===== config.mk =====
export PLATFORM = sky130hd
export DESIGN_NAME = adrc_top
export DESIGN_NICKNAME = d
export VERILOG_FILES = /design/src/hw/adrc_pkg.sv /design/src/hw/adrc_top.sv
export SDC_FILE = /design/constraint.sdc
export NUM_CORES = 1
export LEC_CHECK = 0
export ABC_AREA = 0
export BUFFER_PORTS_ARGS = -buffer_cell sky130_fd_sc_hd__buf_4
export CELL_PAD_IN_SITES_DETAIL_PLACEMENT = 0
export CELL_PAD_IN_SITES_GLOBAL_PLACEMENT = 1
export CORE_AREA = 2 2 140 142
export DETAILED_ROUTE_END_ITERATION = 8
export DIE_AREA = 0 0 142 144
export PLACE_DENSITY = 0.77
export SLEW_MARGIN = 20
export SYNTH_ARGS = -nofsm -noshare
export SYNTH_HDL_FRONTEND = slang
export SYNTH_SLANG_ARGS = --single-unit

===== constraint.sdc =====
create_clock -name i_ref_clk -period 2.5 [get_ports i_ref_clk]
set_clock_uncertainty 0.05 [all_clocks]
set_input_delay 0.125 -clock i_ref_clk [delete_from_list [all_inputs] [get_ports i_ref_clk]]
set_output_delay 0.125 -clock i_ref_clk [all_outputs]
set_load 0.02 [all_outputs]

===== src/hw/adrc_pkg.sv =====
// Purpose: Shared constants and types of the redundancy-checked result path
// Assumes: AXI4-Lite register map with one aligned 32-bit word per register
// Notes:   Result codes weigh 100 uV per count; sum code is attenuated 30:1
package adrc_pkg;

  // -----------------------------------------------------------------
  // Register byte addresses
  // -----------------------------------------------------------------
  localparam logic [7:0] A_CFG  = 8'h00;
  localparam logic [7:0] A_CMD  = 8'h04;
  localparam logic [7:0] A_SUM  = 8'h08;
  localparam logic [7:0] A_TMP  = 8'h0c;
  localparam logic [7:0] A_ASUP = 8'h10;
  localparam logic [7:0] A_DSUP = 8'h14;
  localparam logic [7:0] A_RES  = 8'h18;

  // -----------------------------------------------------------------
  // Reset values, field codes and counts
  // -----------------------------------------------------------------
  localparam logic [15:0] RES_RST      = 16'h0000;
  localparam logic [1:0]  PATH_RST     = 2'h0;
  localparam logic        FORCE_RST    = 1'b0;
  localparam logic [11:0] FAULT_HI     = 12'hff0;
  localparam logic [3:0]  ALL_NIB_BAD  = 4'hf;
  localparam logic [1:0]  PATH_FIX_MIN = 2'h2;
  localparam logic [1:0]  SLOT_SUM     = 2'h0;
  localparam logic [1:0]  SLOT_TMP     = 2'h1;
  localparam logic [1:0]  SLOT_ASUP    = 2'h2;
  localparam logic [1:0]  SLOT_DSUP    = 2'h3;
  localparam logic [1:0]  RESP_OKAY    = 2'h0;
  localparam logic [1:0]  RESP_SLVERR  = 2'h2;
  localparam int          CONV_SAMPLES = 256;

  // Code scaling seen by software
  localparam int SUM_ATTEN  = 30;
  localparam int LSB_UV     = 100;
  localparam int TMP_DIV_UV = 7600;
  localparam int TMP_OFS_C  = 276;

  // -----------------------------------------------------------------
  // Types
  // -----------------------------------------------------------------
  typedef enum logic [3:0] {
    CELL_CONVERT,
    OPEN_WIRE_CONVERT,
    CELL_SELF_TEST,
    OVERLAP_CONVERT,
    AUX_CONVERT,
    AUX_CONVERT_CHECKED,
    AUX_OPEN_WIRE,
    AUX_SELF_TEST,
    INTERNAL_PARAM_CONVERT,
    INTERNAL_PARAM_CONVERT_CHECKED,
    INTERNAL_PARAM_SELF_TEST,
    CELL_AND_AUX_CONVERT,
    CELL_AND_SUM_CONVERT
  } adrc_cmd_e;

  typedef enum logic [1:0] {
    ST_IDLE,
    ST_CONV,
    ST_STORE
  } adrc_state_e;

  typedef struct packed {
    logic       force_redundancy_fail;
    logic [1:0] path_select_field;
  } adrc_cfg_s;

endpackage


===== src/hw/adrc_top.sv =====
// Purpose: Converter result path with redundant filter check and AXI4-Lite
// Assumes: Modulator bits arrive synchronous to i_ref_clk with a strobe
// Notes:   Checked and unchecked commands share one identical timeline

// -------------------------------------------------------------------
// Integration machine
// -------------------------------------------------------------------
module adrc_intg #(
  parameter int W = 16
) (
  input  wire logic         i_ref_clk,
  input  wire logic         i_rst_n,
  input  wire logic         i_clr,
  input  wire logic         i_stb,
  input  wire logic         i_bit,
  output logic      [W-1:0] o_acc
);

  // Integrate ones of the bitstream, cleared per conversion
  always_ff @(posedge i_ref_clk or negedge i_rst_n) begin
    if (!i_rst_n) begin
      o_acc <= '0;
    end else if (i_clr) begin
      o_acc <= '0;
    end else if (i_stb) begin
      o_acc <= o_acc + W'(i_bit);
    end
  end

endmodule

// -------------------------------------------------------------------
// Top
// -------------------------------------------------------------------
module adrc_top #(
  parameter int CONV_LEN = adrc_pkg::CONV_SAMPLES
) (
  input  wire logic        i_ref_clk,
  input  wire logic        i_rst_n,
  input  wire logic [7:0]  i_awaddr,
  input  wire logic        i_awvalid,
  output logic             o_awready,
  input  wire logic [31:0] i_wdata,
  input  wire logic [3:0]  i_wstrb,
  input  wire logic        i_wvalid,
  output logic             o_wready,
  output logic      [1:0]  o_bresp,
  output logic             o_bvalid,
  input  wire logic        i_bready,
  input  wire logic [7:0]  i_araddr,
  input  wire logic        i_arvalid,
  output logic             o_arready,
  output logic      [31:0] o_rdata,
  output logic      [1:0]  o_rresp,
  output logic             o_rvalid,
  input  wire logic        i_rready,
  input  wire logic        i_mod_stb,
  input  wire logic [2:0]  i_mod_bits
);

  localparam int CW = $clog2(CONV_LEN + 1);
  localparam logic [CW-1:0] LAST_SAMP = CW'(CONV_LEN - 1);

  adrc_pkg::adrc_cfg_s   cfg_r;
  adrc_pkg::adrc_cmd_e   cmd_r;
  adrc_pkg::adrc_state_e st_r;
  adrc_pkg::adrc_state_e st_nxt;
  logic [CW-1:0] samp_r;
  logic [1:0]    slot_r;
  logic [15:0]   sum_r;
  logic [15:0]   tmp_r;
  logic [15:0]   asup_r;
  logic [15:0]   dsup_r;
  logic [15:0]   res_r;
  logic          fault_r;
  logic [7:0]    awaddr_r;
  logic [31:0]   wdata_r;
  logic [3:0]    wstrb_r;
  logic          aw_held_r;
  logic          w_held_r;
  logic [15:0]   prim_acc;
  logic [15:0]   red_acc;

  // -----------------------------------------------------------------
  // Write decode
  // -----------------------------------------------------------------
  wire wr_go    = aw_held_r && w_held_r && !o_bvalid;
  wire wr_cfg   = awaddr_r == adrc_pkg::A_CFG;
  wire wr_cmd   = awaddr_r == adrc_pkg::A_CMD;
  wire wr_ro    = awaddr_r inside {adrc_pkg::A_SUM, adrc_pkg::A_TMP,
                                   adrc_pkg::A_ASUP, adrc_pkg::A_DSUP,
                                   adrc_pkg::A_RES};
  wire wr_ok    = wr_cfg || wr_cmd || wr_ro;
  wire cmd_legal = wdata_r[3:0] <= 4'(adrc_pkg::CELL_AND_SUM_CONVERT);
  wire busy     = st_r != adrc_pkg::ST_IDLE;
  wire start    = wr_go && wr_cmd && wstrb_r[0] && cmd_legal && !busy;

  // -----------------------------------------------------------------
  // Command class and path selection
  // -----------------------------------------------------------------
  wire int_cmd  = cmd_r inside {adrc_pkg::INTERNAL_PARAM_CONVERT,
                                adrc_pkg::INTERNAL_PARAM_CONVERT_CHECKED,
                                adrc_pkg::INTERNAL_PARAM_SELF_TEST};
  wire chk_cmd  = !(cmd_r inside {adrc_pkg::AUX_CONVERT,
                                  adrc_pkg::INTERNAL_PARAM_CONVERT});
  wire path_auto = cfg_r.path_select_field < adrc_pkg::PATH_FIX_MIN;
  // Automatic or low codes pick the first path, 2 and 3 fix the path
  wire [1:0] sel_adc = path_auto ? 2'h0
                     : cfg_r.path_select_field - 2'h1;
  wire adc_bit  = i_mod_bits[sel_adc];
  // Internal values have no redundant path when the path is fixed
  wire chk_on   = chk_cmd && (!int_cmd || path_auto);
  wire [1:0] last_slot = int_cmd ? adrc_pkg::SLOT_DSUP
                                 : adrc_pkg::SLOT_SUM;
  wire samp_end = st_r == adrc_pkg::ST_CONV && i_mod_stb
               && samp_r == LAST_SAMP;

  // -----------------------------------------------------------------
  // Primary and redundant machines on one bitstream
  // -----------------------------------------------------------------
  wire mach_clr = st_r != adrc_pkg::ST_CONV;
  wire mach_stb = st_r == adrc_pkg::ST_CONV && i_mod_stb;

  adrc_intg #(.W(16)) u_prim (
    .i_ref_clk (i_ref_clk),
    .i_rst_n   (i_rst_n),
    .i_clr     (mach_clr),
    .i_stb     (mach_stb),
    .i_bit     (adc_bit),
    .o_acc     (prim_acc)
  );

  adrc_intg #(.W(16)) u_red (
    .i_ref_clk (i_ref_clk),
    .i_rst_n   (i_rst_n),
    .i_clr     (mach_clr),
    .i_stb     (mach_stb),
    .i_bit     (adc_bit),
    .o_acc     (red_acc)
  );

  // -----------------------------------------------------------------
  // Nibble compare and fault code
  // -----------------------------------------------------------------
  wire [3:0] nib_bad = {prim_acc[15:12] != red_acc[15:12],
                        prim_acc[11:8]  != red_acc[11:8],
                        prim_acc[7:4]   != red_acc[7:4],
                        prim_acc[3:0]   != red_acc[3:0]};
  wire [3:0] flags   = cfg_r.force_redundancy_fail
                     ? adrc_pkg::ALL_NIB_BAD : nib_bad;
  wire       bad     = chk_on && (flags != 4'h0);
  wire [15:0] store_val = bad ? {adrc_pkg::FAULT_HI, flags}
                              : prim_acc;
  wire do_store = st_r == adrc_pkg::ST_STORE;

  // -----------------------------------------------------------------
  // Read decode
  // -----------------------------------------------------------------
  wire rd_hit = i_araddr inside {adrc_pkg::A_CFG, adrc_pkg::A_CMD,
                                 adrc_pkg::A_SUM, adrc_pkg::A_TMP,
                                 adrc_pkg::A_ASUP, adrc_pkg::A_DSUP,
                                 adrc_pkg::A_RES};
  wire [31:0] rd_word =
      i_araddr == adrc_pkg::A_CFG  ? {29'h0, cfg_r}
    : i_araddr == adrc_pkg::A_CMD  ? {30'h0, fault_r, busy}
    : i_araddr == adrc_pkg::A_SUM  ? {16'h0, sum_r}
    : i_araddr == adrc_pkg::A_TMP  ? {16'h0, tmp_r}
    : i_araddr == adrc_pkg::A_ASUP ? {16'h0, asup_r}
    : i_araddr == adrc_pkg::A_DSUP ? {16'h0, dsup_r}
    : i_araddr == adrc_pkg::A_RES ? {16'h0, res_r}
    : 32'h0;

  // -----------------------------------------------------------------
  // AXI4-Lite write channels
  // -----------------------------------------------------------------
  // Write address capture
  always_ff @(posedge i_ref_clk or negedge i_rst_n) begin
    if (!i_rst_n) begin
      o_awready <= 1'b1;
      aw_held_r <= 1'b0;
      awaddr_r  <= 8'h00;
    end else if (i_awvalid && o_awready) begin
      o_awready <= 1'b0;
      aw_held_r <= 1'b1;
      awaddr_r  <= i_awaddr;
    end else if (wr_go) begin
      aw_held_r <= 1'b0;
    end else if (o_bvalid && i_bready) begin
      o_awready <= 1'b1;
    end
  end

  // Write data capture
  always_ff @(posedge i_ref_clk or negedge i_rst_n) begin
    if (!i_rst_n) begin
      o_wready <= 1'b1;
      w_held_r <= 1'b0;
      wdata_r  <= 32'h0;
      wstrb_r  <= 4'h0;
    end else if (i_wvalid && o_wready) begin
      o_wready <= 1'b0;
      w_held_r <= 1'b1;
      wdata_r  <= i_wdata;
      wstrb_r  <= i_wstrb;
    end else if (wr_go) begin
      w_held_r <= 1'b0;
    end else if (o_bvalid && i_bready) begin
      o_wready <= 1'b1;
    end
  end

  // Write response
  always_ff @(posedge i_ref_clk or negedge i_rst_n) begin
    if (!i_rst_n) begin
      o_bvalid <= 1'b0;
      o_bresp  <= adrc_pkg::RESP_OKAY;
    end else if (wr_go) begin
      o_bvalid <= 1'b1;
      o_bresp  <= wr_ok ? adrc_pkg::RESP_OKAY : adrc_pkg::RESP_SLVERR;
    end else if (o_bvalid && i_bready) begin
      o_bvalid <= 1'b0;
    end
  end

  // Configuration register
  always_ff @(posedge i_ref_clk or negedge i_rst_n) begin
    if (!i_rst_n) begin
      cfg_r <= {adrc_pkg::FORCE_RST, adrc_pkg::PATH_RST};
    end else if (wr_go && wr_cfg && wstrb_r[0]) begin
      cfg_r <= wdata_r[2:0];
    end
  end

  // -----------------------------------------------------------------
  // AXI4-Lite read channels
  // -----------------------------------------------------------------
  always_ff @(posedge i_ref_clk or negedge i_rst_n) begin
    if (!i_rst_n) begin
      o_arready <= 1'b1;
      o_rvalid  <= 1'b0;
      o_rdata   <= 32'h0;
      o_rresp   <= adrc_pkg::RESP_OKAY;
    end else if (i_arvalid && o_arready) begin
      o_arready <= 1'b0;
      o_rvalid  <= 1'b1;
      o_rdata   <= rd_word;
      o_rresp   <= rd_hit ? adrc_pkg::RESP_OKAY : adrc_pkg::RESP_SLVERR;
    end else if (o_rvalid && i_rready) begin
      o_arready <= 1'b1;
      o_rvalid  <= 1'b0;
    end
  end

  // -----------------------------------------------------------------
  // Conversion sequencer
  // -----------------------------------------------------------------
  // Same path for checked and unchecked commands, internal ones loop over four slots, store is always one cycle
  always_comb begin
    st_nxt = st_r;
    unique case (st_r)
      adrc_pkg::ST_IDLE:  if (start) st_nxt = adrc_pkg::ST_CONV;
      adrc_pkg::ST_CONV:  if (samp_end) st_nxt = adrc_pkg::ST_STORE;
      adrc_pkg::ST_STORE: st_nxt = (slot_r == last_slot)
                                 ? adrc_pkg::ST_IDLE : adrc_pkg::ST_CONV;
      default:            st_nxt = adrc_pkg::ST_IDLE;
    endcase
  end

  // State, sample and slot counters
  always_ff @(posedge i_ref_clk or negedge i_rst_n) begin
    if (!i_rst_n) begin
      st_r   <= adrc_pkg::ST_IDLE;
      samp_r <= '0;
      slot_r <= adrc_pkg::SLOT_SUM;
      cmd_r  <= adrc_pkg::CELL_CONVERT;
    end else begin
      st_r <= st_nxt;
      if (start) begin
        cmd_r  <= adrc_pkg::adrc_cmd_e'(wdata_r[3:0]);
        slot_r <= adrc_pkg::SLOT_SUM;
      end else if (do_store) begin
        slot_r <= slot_r + 2'h1;
      end
      if (st_r != adrc_pkg::ST_CONV) begin
        samp_r <= '0;
      end else if (i_mod_stb) begin
        samp_r <= samp_r + CW'(1);
      end
    end
  end

  // Result storage
  always_ff @(posedge i_ref_clk or negedge i_rst_n) begin
    if (!i_rst_n) begin
      sum_r   <= adrc_pkg::RES_RST;
      tmp_r   <= adrc_pkg::RES_RST;
      asup_r  <= adrc_pkg::RES_RST;
      dsup_r  <= adrc_pkg::RES_RST;
      res_r   <= adrc_pkg::RES_RST;
      fault_r <= 1'b0;
    end else if (start) begin
      fault_r <= 1'b0;
    end else if (do_store) begin
      fault_r <= fault_r || bad;
      if (!int_cmd) begin
        res_r <= store_val;
      end else begin
        unique case (slot_r)
          adrc_pkg::SLOT_SUM:  sum_r  <= store_val;
          adrc_pkg::SLOT_TMP:  tmp_r  <= store_val;
          adrc_pkg::SLOT_ASUP: asup_r <= store_val;
          adrc_pkg::SLOT_DSUP: dsup_r <= store_val;
        endcase
      end
    end
  end
endmodule


# Yosys cells after proc, flatten, opt, wreduce, memory -nomap -nowiden
# Index checks and enable logic that the tools add are counted.
[classes]
n_addsub = 5
n_lt_le_gt_ge = 3
eq_ne = 32
muxes = 42
bitwise_logic = 2
n_reduce_logical = 52
[ops]
columns = ["operator", "n"]
rows = [
  ["16-bit 2-to-1 mux", 12],
  ["8-bit by 5-bit == test with 1-bit output, second input constant", 6],
  ["16-bit by 1-bit adder with 16-bit output", 2],
  ["8-bit by 4-bit == test with 1-bit output, second input constant", 4],
  ["2-bit nonzero test", 11],
  ["9-bit 2-to-1 mux", 2],
  ["1-bit logical AND", 17],
  ["1-bit 2-to-1 mux", 17],
  ["8-bit by 3-bit == test with 1-bit output, second input constant", 2],
  ["8-bit zero test", 2],
  ["2-bit 2-to-1 mux", 8],
  ["4-bit != test", 4],
  ["4-bit AND reduction", 4],
  ["4-bit == test, second input constant", 3],
  ["9-bit by 1-bit adder with 9-bit output, second input constant", 1],
  ["9-bit by 8-bit == test with 1-bit output, second input constant", 1],
  ["7-bit nonzero test", 1],
  ["2-bit == test, second input constant", 3],
  ["2-bit by 1-bit != test with 1-bit output, second input constant", 3],
  ["2-bit case mux with 3 select lines", 1],
  ["2-bit AND reduction", 3],
  ["5-bit nonzero test", 1],
  ["2-bit by 1-bit == test with 1-bit output, second input constant", 2],
  ["4-bit by 3-bit == test with 1-bit output, second input constant", 1],
  ["16 further kinds", 25],
]
[word_totals]
regBits = 189
in_bits = 63
out_inout_bits = 41
word_cells = 163

# Logic depth before layout (Yosys ltp)
# Gate-level depths: netlist of run 1.
[depth]
ltp_word = 9
ltp_mapped = 9
depth_no_buf = 9

# By module
# A second synthesis of run 1 with hierarchy kept.
[hier_totals]
hier_cells = 898
hier_area_um2 = 8708.4
[by_module_without_submodules]
columns = ["mod", "n_inst", "cells_per_inst", "area_per_inst_um2", "seq_area_each_um2"]
rows = [
  ["adrc_top", 1, 732, 7051.8, 3482.1],
  ["adrc_intg", 2, 83, 828.3, 400.4],
]

# Worst setup path after synthesis of run 1
# Ideal clock, no wire load.
[synth_timing]
kind = "reg2reg"
from = "reg awaddr_r[0]"
to = "reg cmd_r[0]"
setup_ns = 0.125
t_arrival_ns = 1.797
required_ns = 2.325
setup_slack_ns = 0.528
stages_incl_launch_ff = 6
path_buffers = 1
period_less_slack_ns = 1.972
path_cell_list = "dfrtp_1 > or4_4 > nor4_2 > and4_1 > buf_4 > mux2_2"
[synth_between]
elab_chain_cells = 5
[synth_lines]
columns = ["element", "line_no", "text"]
rows = [
  ["start, declared", "adrc_top.sv:76", "logic [7:0] awaddr_r;"],
  ["start signal, assigned", "adrc_top.sv:185", "awaddr_r <= i_awaddr;"],
  ["8-bit by 3-bit == test with 1-bit output", "adrc_top.sv:89", "wire wr_cmd = awaddr_r == adrc_pkg::A_CMD;"],
  ["1-bit logical AND (4 in series)", "adrc_top.sv:96", "wire start = wr_go && wr_cmd && wstrb_r[0] && cmd_legal && !busy;"],
  ["end signal, assigned", "adrc_top.sv:275", "cmd_r <= adrc_pkg::CELL_CONVERT;"],
  ["end signal, assigned", "adrc_top.sv:279", "cmd_r <= adrc_pkg::adrc_cmd_e'(wdata_r[3:0]);"],
  ["end, declared", "adrc_top.sv:65", "adrc_pkg::adrc_cmd_e cmd_r;"],
]
# No other way between the ends.
# A chain may end at the register's enable or synchronous reset.

# Final worst setup path of run 1
[layout_timing]
from = "reg cfg_r[0] (netlist name)"
to = "reg u_prim.o_acc[14]"
[layout_between]
elab_chain_cells = 7
elab_cells_between_ends = 8
classes_between = "add/sub (2); order compare (1); mux (5)"
[layout_lines]
columns = ["element", "line_no", "text"]
rows = [
  ["start, declared", "adrc_top.sv:64", "adrc_pkg::adrc_cfg_s cfg_r;"],
  ["start signal, assigned", "adrc_top.sv:228", "cfg_r <= {adrc_pkg::FORCE_RST, adrc_pkg::PATH_RST};"],
  ["start signal, assigned", "adrc_top.sv:230", "cfg_r <= wdata_r[2:0];"],
  ["2-bit by 1-bit subtractor with 2-bit output or 2-bit < comparator (tied branches)", "adrc_top.sv:109, adrc_top.sv:106", ""],
  ["2-bit 2-to-1 mux (*)", "adrc_top.sv:108", "wire [1:0] sel_adc = path_auto ? 2'h0"],
  ["1-bit binary-select mux with 2-bit select (*)", "adrc_top.sv:110", "wire adc_bit = i_mod_bits[sel_adc];"],
  ["1-bit 2-to-1 mux (implied by the code) (*)", "adrc_top.sv:110", ""],
  ["16-bit by 1-bit adder with 16-bit output (*)", "adrc_top.sv:26", "o_acc <= o_acc + W'(i_bit);"],
  ["16-bit 2-to-1 mux (*)", "adrc_top.sv:25", "end else if (i_stb) begin"],
  ["16-bit 2-to-1 mux (*)", "adrc_top.sv:23", "end else if (i_clr) begin"],
  ["end signal, assigned", "adrc_top.sv:26", ""],
  ["end, declared", "adrc_top.sv:16", "output logic [W-1:0] o_acc"],
]
# Mark *: on every way between the ends. The rest lies on a longest branch, timed or not. The select of a mux whose other input is x is not followed.

==> results_dict.tcl, run 1 <==
set metrics [dict create \
    p_leak_uw 0.00456 \
    holdWs_ps 168 \
    drtAntennaViolNets 0 \
    syn_area_per_cell_um2 9.68 \
    routed_wl_mm 19.4 \
    yosys.cell_types.count 63 \
    ys_seq_area_frac 0.512 \
    slew-limit-headroom 0.454 \
    viasPerCell 5.28 \
    path_cells "mux2i_1 -> a21oi_1 -> ha_1 -> ha_1 -> and3_1 -> nand3_1 -> or3_1 -> a21oi_1" \
    cts_hold_buf 23 \
    synth_top_flop_cell "dfrtp_1" \
    cts.sinks 171 \
    io_buffer_count 54 \
    drc 0 \
    async_flop_share 1.00 \
    rows 51 \
    pwr-share-clk 0.333 \
    worstPathRequired_ps 2800 \
    ios 104 \
    min_path_cells 4 \
    holdCritPathClass "primary input to flop" \
    die_x_um 142 \
    pwr-share-seq 0.469 \
    critPathKind "flop to flop" \
    clk_latency_ps 430 \
    cts_made_buffers 17 \
    post_cts_buffers 0 \
    status "completed" \
    root_buffer "clkbuf_16" \
    worstMarginPinSlew_ps 817 \
    ir_worst_vdd_mv 0.481 \
    antenna_found_initial 0 \
    wl_per_cell_um 16.4 \
    worstPathMaxFanout 4 \
    synthToLayoutAreaGrowth_pct 16.7 \
    fp.coreArea_um2 19100 \
    initial_core_util 0.438 \
    r2r-end "u_prim.o_acc[14]" \
    grt_setup_unrepaired "no" \
    finalCritPeriodShare 0.904 \
    min_delay_worst_endpoint "o_rdata[1]" \
    hold_viol 0 \
    worst_r2r_startpoint "cfg_r[0]" \
    power_density_nw_per_um2 756 \
    max_cap_viol_count 0 \
    grt_pass1_vias 6066 \
    p_sw_uw 2320 \
    grt_pass1_wl_mm 31.9 \
    grt_max_degree 72 \
    ys_ff_latch 171 \
    layout.nets 1006 \
    detail_route.iter0.violations 328 \
    cts_buffer_depth 2 \
    final_max_slew_viol_count 0 \
    dr.pass1.iters 5 \
    cts_tree "done" \
    dp_hpwl_mm 13.3 \
    vias 6241 \
    syn-cell-area_um2 8360 \
    stdcell_area_um2 9760 \
    finalSetupViolCount 0 \
    layout_min_cycle_time_ps 2260 \
    cts_resized 0 \
    final_layout_size_suffix_gt1_frac 0.165 \
    worstHoldStart "i_araddr[3]" \
    slowest_stage "dfrtp_1" \
    fmax_ghz 0.443 \
    crit_path_start_kind "flop" \
    critPathCaptureType "flop" \
    p_int_uw 5060 \
    dieArea_um2 20400 \
    power_frac_comb 0.198 \
    h-tree-depth 4 \
    synthCells 864 \
    place_area_um2 8980 \
    cp.arrival_ps 2560 \
    setup_tns_ps 0 \
    path_clk_slew_ps 60 \
    yosys_warnings 0 \
    critical_path.max_stage_delay_ps 480 \
    grt_usage 0.199 \
    die_h_um 144 \
    rr_worst_depth 8 \
    gp_congestion 0.785 \
    gr-total-overflow 0 \
    synth-edff-count 0 \
    n_antenna_cell 0 \
    r2r_setup_slack_ps 240 \
    swShare 0.314 \
]
[how the worst max path moves through the flow]
stage | startpoint | to | slack (ps)
floorplan | awaddr_r[0] | cmd_r[0] | 530
CTS | cfg_r[0] | u_prim.o_acc[14] | 240
global placement | cfg_r[0] | u_prim.o_acc[14] | 280
detailed placement | cfg_r[0] | u_prim.o_acc[14] | 260
global route | cfg_r[0] | u_prim.o_acc[14] | 20
finish | cfg_r[0] | u_prim.o_acc[14] | 240
[final cells by class]
type	instances	area (µm²)
inverter	13	48.8
multi-input combinational	625	3710
clock buffer	19	433
timing repair buffer	104	880
tap	238	298
fill	1765	9320
clock inverter	13	111
sequential	171	4280
[cell usage in the layout (no fill, tap or decap), drive strengths merged, types with 19 or more instances in the layout]
cell type,count
a21oi,49
a22oi,21
buf,81
clkbuf,19
dfrtp,168
dlygate4sd3,23
mux2,30
mux2i,20
nand2,101
nor2,130
o21ai,73
xor2,28
[metrics by stage]
stage	util	cells	setup WS (ps)	total power [µW]
finish	0.512	1183	240	7380
global route	0.512	1183	18.4	7770
CTS	0.512	1183	237	7460
detailed placement	0.471	1128	262	4930
global placement	0.471	1128	276	4900
floorplan	-	881	528	4440
[sequential cells by signal, summed over array words and instances, names as in the netlist, 8 cells and up]
signal        cells
sum_r            16
res_r            16
o_rdata          16
u_prim.o_acc     16
asup_r           16
u_red.o_acc      16
dsup_r           16
awaddr_r          8
tmp_r            16
samp_r            9
[kinds of logic (layout without fill, tap and decap cells)]
kind of cell | Yosys count | in the layout | share of synthesized area
compound gates | 183 | 183 | 0.132
xor+xnor | 45 | 45 | 0.0471
fa+ha+maj | 11 | 11 | 0.0165
buf+inv | 85 | 149 | 0.0521
flops | 171 | 171 | 0.512
mux | 50 | 50 | 0.0644
other cells | 1 | 18 | 0.000449
simple gates | 318 | 318 | 0.175
[synthesized netlist by cell type (2+ instances only)]
library cell	n	area, µm²
o21ai_1	7	35.0
or4_4	2	22.5
a32o_1	2	20.0
and2_0	3	18.8
o211ai_1	5	37.5
mux2i_1	20	200
buf_4	22	165
nand2_1	101	379
and3_1	9	56.3
ha_1	11	138
nor3_4	2	32.5
nor2_1	130	488
o21ai_0	66	330
a21oi_1	49	245
nor3_1	6	30.0
nor2b_1	6	37.5
clkbuf_1	27	101
o21a_1	2	15.0
a22o_1	3	26.3
a211oi_1	2	15.0
or3_1	10	62.6
xor2_1	28	245
and2_1	4	25.0
xnor2_1	17	149
a2bb2oi_1	2	17.5
dfrtp_1	168	4200
o221ai_1	2	17.5
dfstp_2	3	78.8
buf_2	21	105
nand3_1	14	70.1
mux2_2	30	338
o22ai_1	3	18.8
nor4_1	2	12.5
inv_1	12	45.0
a31oi_1	6	37.5
nand2b_1	6	37.5
or4b_1	2	20.0
a22oi_1	21	158
nand4_1	11	68.8
and4_1	4	35.0
[critical path, delay by kind of cell, from the launching register on]
| kind | cells | cell delay (ps) |
|---|---|---|
| multiplexers | 1 | 160 |
| AND/OR/NAND/NOR | 3 | 730 |
| AO/OA/AOI/OAI | 2 | 420 |
| adder cells (fa/ha/maj) | 2 | 360 |
| flip-flops | 1 | 480 |
[metal layers]
metal  part of all wire  vias up  GRT usage  routed length [µm]
met2               0.47      149      0.321                9060
met4             0.0091        0     0.0489                 177
met3              0.040       16     0.0381                 772
met1               0.48     3006      0.280                9390
met5                  0        -          0                   0
li1                   -     3070          -                   -
[power by group through the flow]
stage                     Clock [µW]  Sequential, µW  Combinational, µW
after floorplan                    0            3450                987
after global placement             0            3510               1390
after detailed placement           0            3510               1420
after CTS                       2520            3460               1470
after global routing            2620            3510               1630
final                           2460            3460               1460
Power figures use the tool's default switching activity.
==> inputs of run 2 (changes only) <==
==> constraint.sdc (replaced) <==
create_clock -name i_ref_clk -period 2.2 [get_ports i_ref_clk]
set_clock_uncertainty 0.05 [all_clocks]
set_input_delay 0.11 -clock i_ref_clk [delete_from_list [all_inputs] [get_ports i_ref_clk]]
set_output_delay 0.11 -clock i_ref_clk [all_outputs]
set_load 0.02 [all_outputs]
==> run 2 against run 1 <==
Global-route usage down 0.19 points; flip-flop and latch count unchanged; count of clock-buffer cells in the layout grew 1; fmax grew 7.6%; critical path depth shrank 4; sequential share of layout area is 0.79 points lower; cell count is 1.8% higher; register-to-register slack got worse by 140 ps; critical endpoint is now cmd_r[3].
==> results_dict.tcl, run 2 (same netlist as run 1, synthesis figures left out) <==
set metrics [dict create \
    layout_min_cycle_time_ps 2100 \
    final_max_slew_viol_count 0 \
    worstPathRequired_ps 2460 \
    io_buffer_count 54 \
    root_buffer "clkbuf_16" \
    antenna_found_initial 0 \
    ir_worst_vdd_mv 0.548 \
    viasPerCell 5.19 \
    p_leak_uw 0.00468 \
    hold_viol 0 \
    grt_max_degree 54 \
    rows 51 \
    fmax_ghz 0.476 \
    cts_made_buffers 17 \
    dp_cells 1149 \
    fillerInstances 1809 \
    fp.coreArea_um2 19100 \
    min_path_cells 4 \
    grt_pass1_vias 6095 \
    r2r-end "cmd_r[3]" \
    final_layout_size_suffix_gt1_frac 0.184 \
    worstHoldStart "i_araddr[1]" \
    cpLargestDelayFamily "simple AND/OR/NAND/NOR gates" \
    cts_tree "done" \
    finalCritPeriodShare 0.954 \
    n_antenna_cell 0 \
    layout_common_cells "dfrtp_1, nor2_1, nand2_1, buf_4, o21ai_0" \
    place_area_um2 9140 \
    path_cells "or4_4 -> nor4_2 -> and4_1 -> mux2_2" \
    crit_path_start_kind "flop" \
    holdCritPathClass "primary input to flop" \
    routed_wl_mm 19.0 \
    slowest_stage "or4_4" \
    gp_congestion 0.817 \
    initial_core_util 0.438 \
    min_delay_worst_endpoint "o_rdata[0]" \
    path_clk_slew_ps 70 \
    detail_route.iter0.violations 385 \
    dieArea_um2 20400 \
    p_total_uw 8550 \
    max_cap_viol_count 0 \
    vias 6246 \
    synthToLayoutAreaGrowth_pct 18.9 \
    dp_hpwl_mm 13.6 \
    die_h_um 144 \
    cts.sinks 171 \
    r2r_setup_slack_ps 100 \
    clk_latency_ps 430 \
    dr.pass1.iters 6 \
    layout.nets 1027 \
    finalSetupViolCount 0 \
    layout.cells.most_common "dfrtp_1" \
    stdcell_area_um2 9940 \
    critPathCaptureType "flop" \
    drc 0 \
    stdcell_count 1204 \
    grt_usage 0.197 \
    cts_buffer_depth 2 \
    drtAntennaViolNets 0 \
    status "completed" \
    gr-total-overflow 0 \
    grt_setup_unrepaired "no" \
    power_density_nw_per_um2 860 \
    rr_worst_depth 4 \
    worst_r2r_startpoint "awaddr_r[0]" \
    h-tree-depth 4 \
    grt_pass1_wl_mm 31.8 \
    die_x_um 142 \
    post_cts_buffers 0 \
    critPathKind "flop to flop" \
    setup_tns_ps 0 \
    slew-limit-headroom 0.402 \
    worstPathMaxFanout 5 \
    wl_per_cell_um 15.8 \
    worstMarginPinSlew_ps 894 \
    critical_path.max_stage_delay_ps 550 \
    ios 104 \
    cp.arrival_ps 2360 \
    path_buf_inv 0 \
]
==> run 2: through the flow <==
stage / setup slack (ps) / hold WS [ps] / utilization
after floorplan: 228 / -236 / -
after global placement: 154 / 5.55 / 0.479
after detailed placement: 110 / 11.6 / 0.479
after CTS: 85.6 / 77.6 / 0.521
after global routing: 1.21 / 107 / 0.521
final: 100 / 96.2 / 0.521
==> run 2: where the power goes <==
part | internal, µW | leakage [µW] | switching, µW
Combinational | 805 | 0.00210 | 936
Sequential | 3530 | 0.00230 | 375
Clock | 1600 | 0.000273 | 1300
==> run 2: worst max path at each step <==
| stage | from | end | slack [ps] | depth (start not counted) |
|---|---|---|---|---|
| final | awaddr_r[0] | cmd_r[3] | 100 | 4 |
| after global placement | awaddr_r[0] | cmd_r[2] | 150 | 4 |
| after floorplan | awaddr_r[0] | cmd_r[0] | 230 | 5 |
| after CTS | cfg_r[1] | u_red.o_acc[7] | 90 | 7 |
| after global routing | awaddr_r[0] | cmd_r[3] | 1 | 4 |
| after detailed placement | awaddr_r[0] | cmd_r[0] | 110 | 4 |
==> run 2: routing by layer <==
layer	vias up	share of wire	GRT usage
met5	-	0	0
met4	0	0.012	0.0553
met3	19	0.032	0.0318
met2	117	0.47	0.320
met1	2998	0.49	0.276
li1	3112	-	-
==> run 2: repair_timing <==
item,CTS,global route
hold endpoints to repair,162,0
endpoints found under the setup margin,0,10
gates resized for setup,0,2
hold buffers,23,0
==> run 2: worst register-to-register path: stages (launching register included) <==
cell and delay, ps:
dfrtp_1 380, or4_4 550, nor4_2 290, and4_1 350
mux2_2 360
==> run 2: area by class of cell <==
type,count,area [µm²],area share
Sequential cell,171,4280,0.431
Clock buffer,20,447,0.0449
Multi-Input combinational cell,625,3710,0.373
Timing Repair Buffer,125,1040,0.104
Clock inverter,12,115,0.0116
Tap cell,238,298,0.0300
Inverter,13,48.8,0.00491
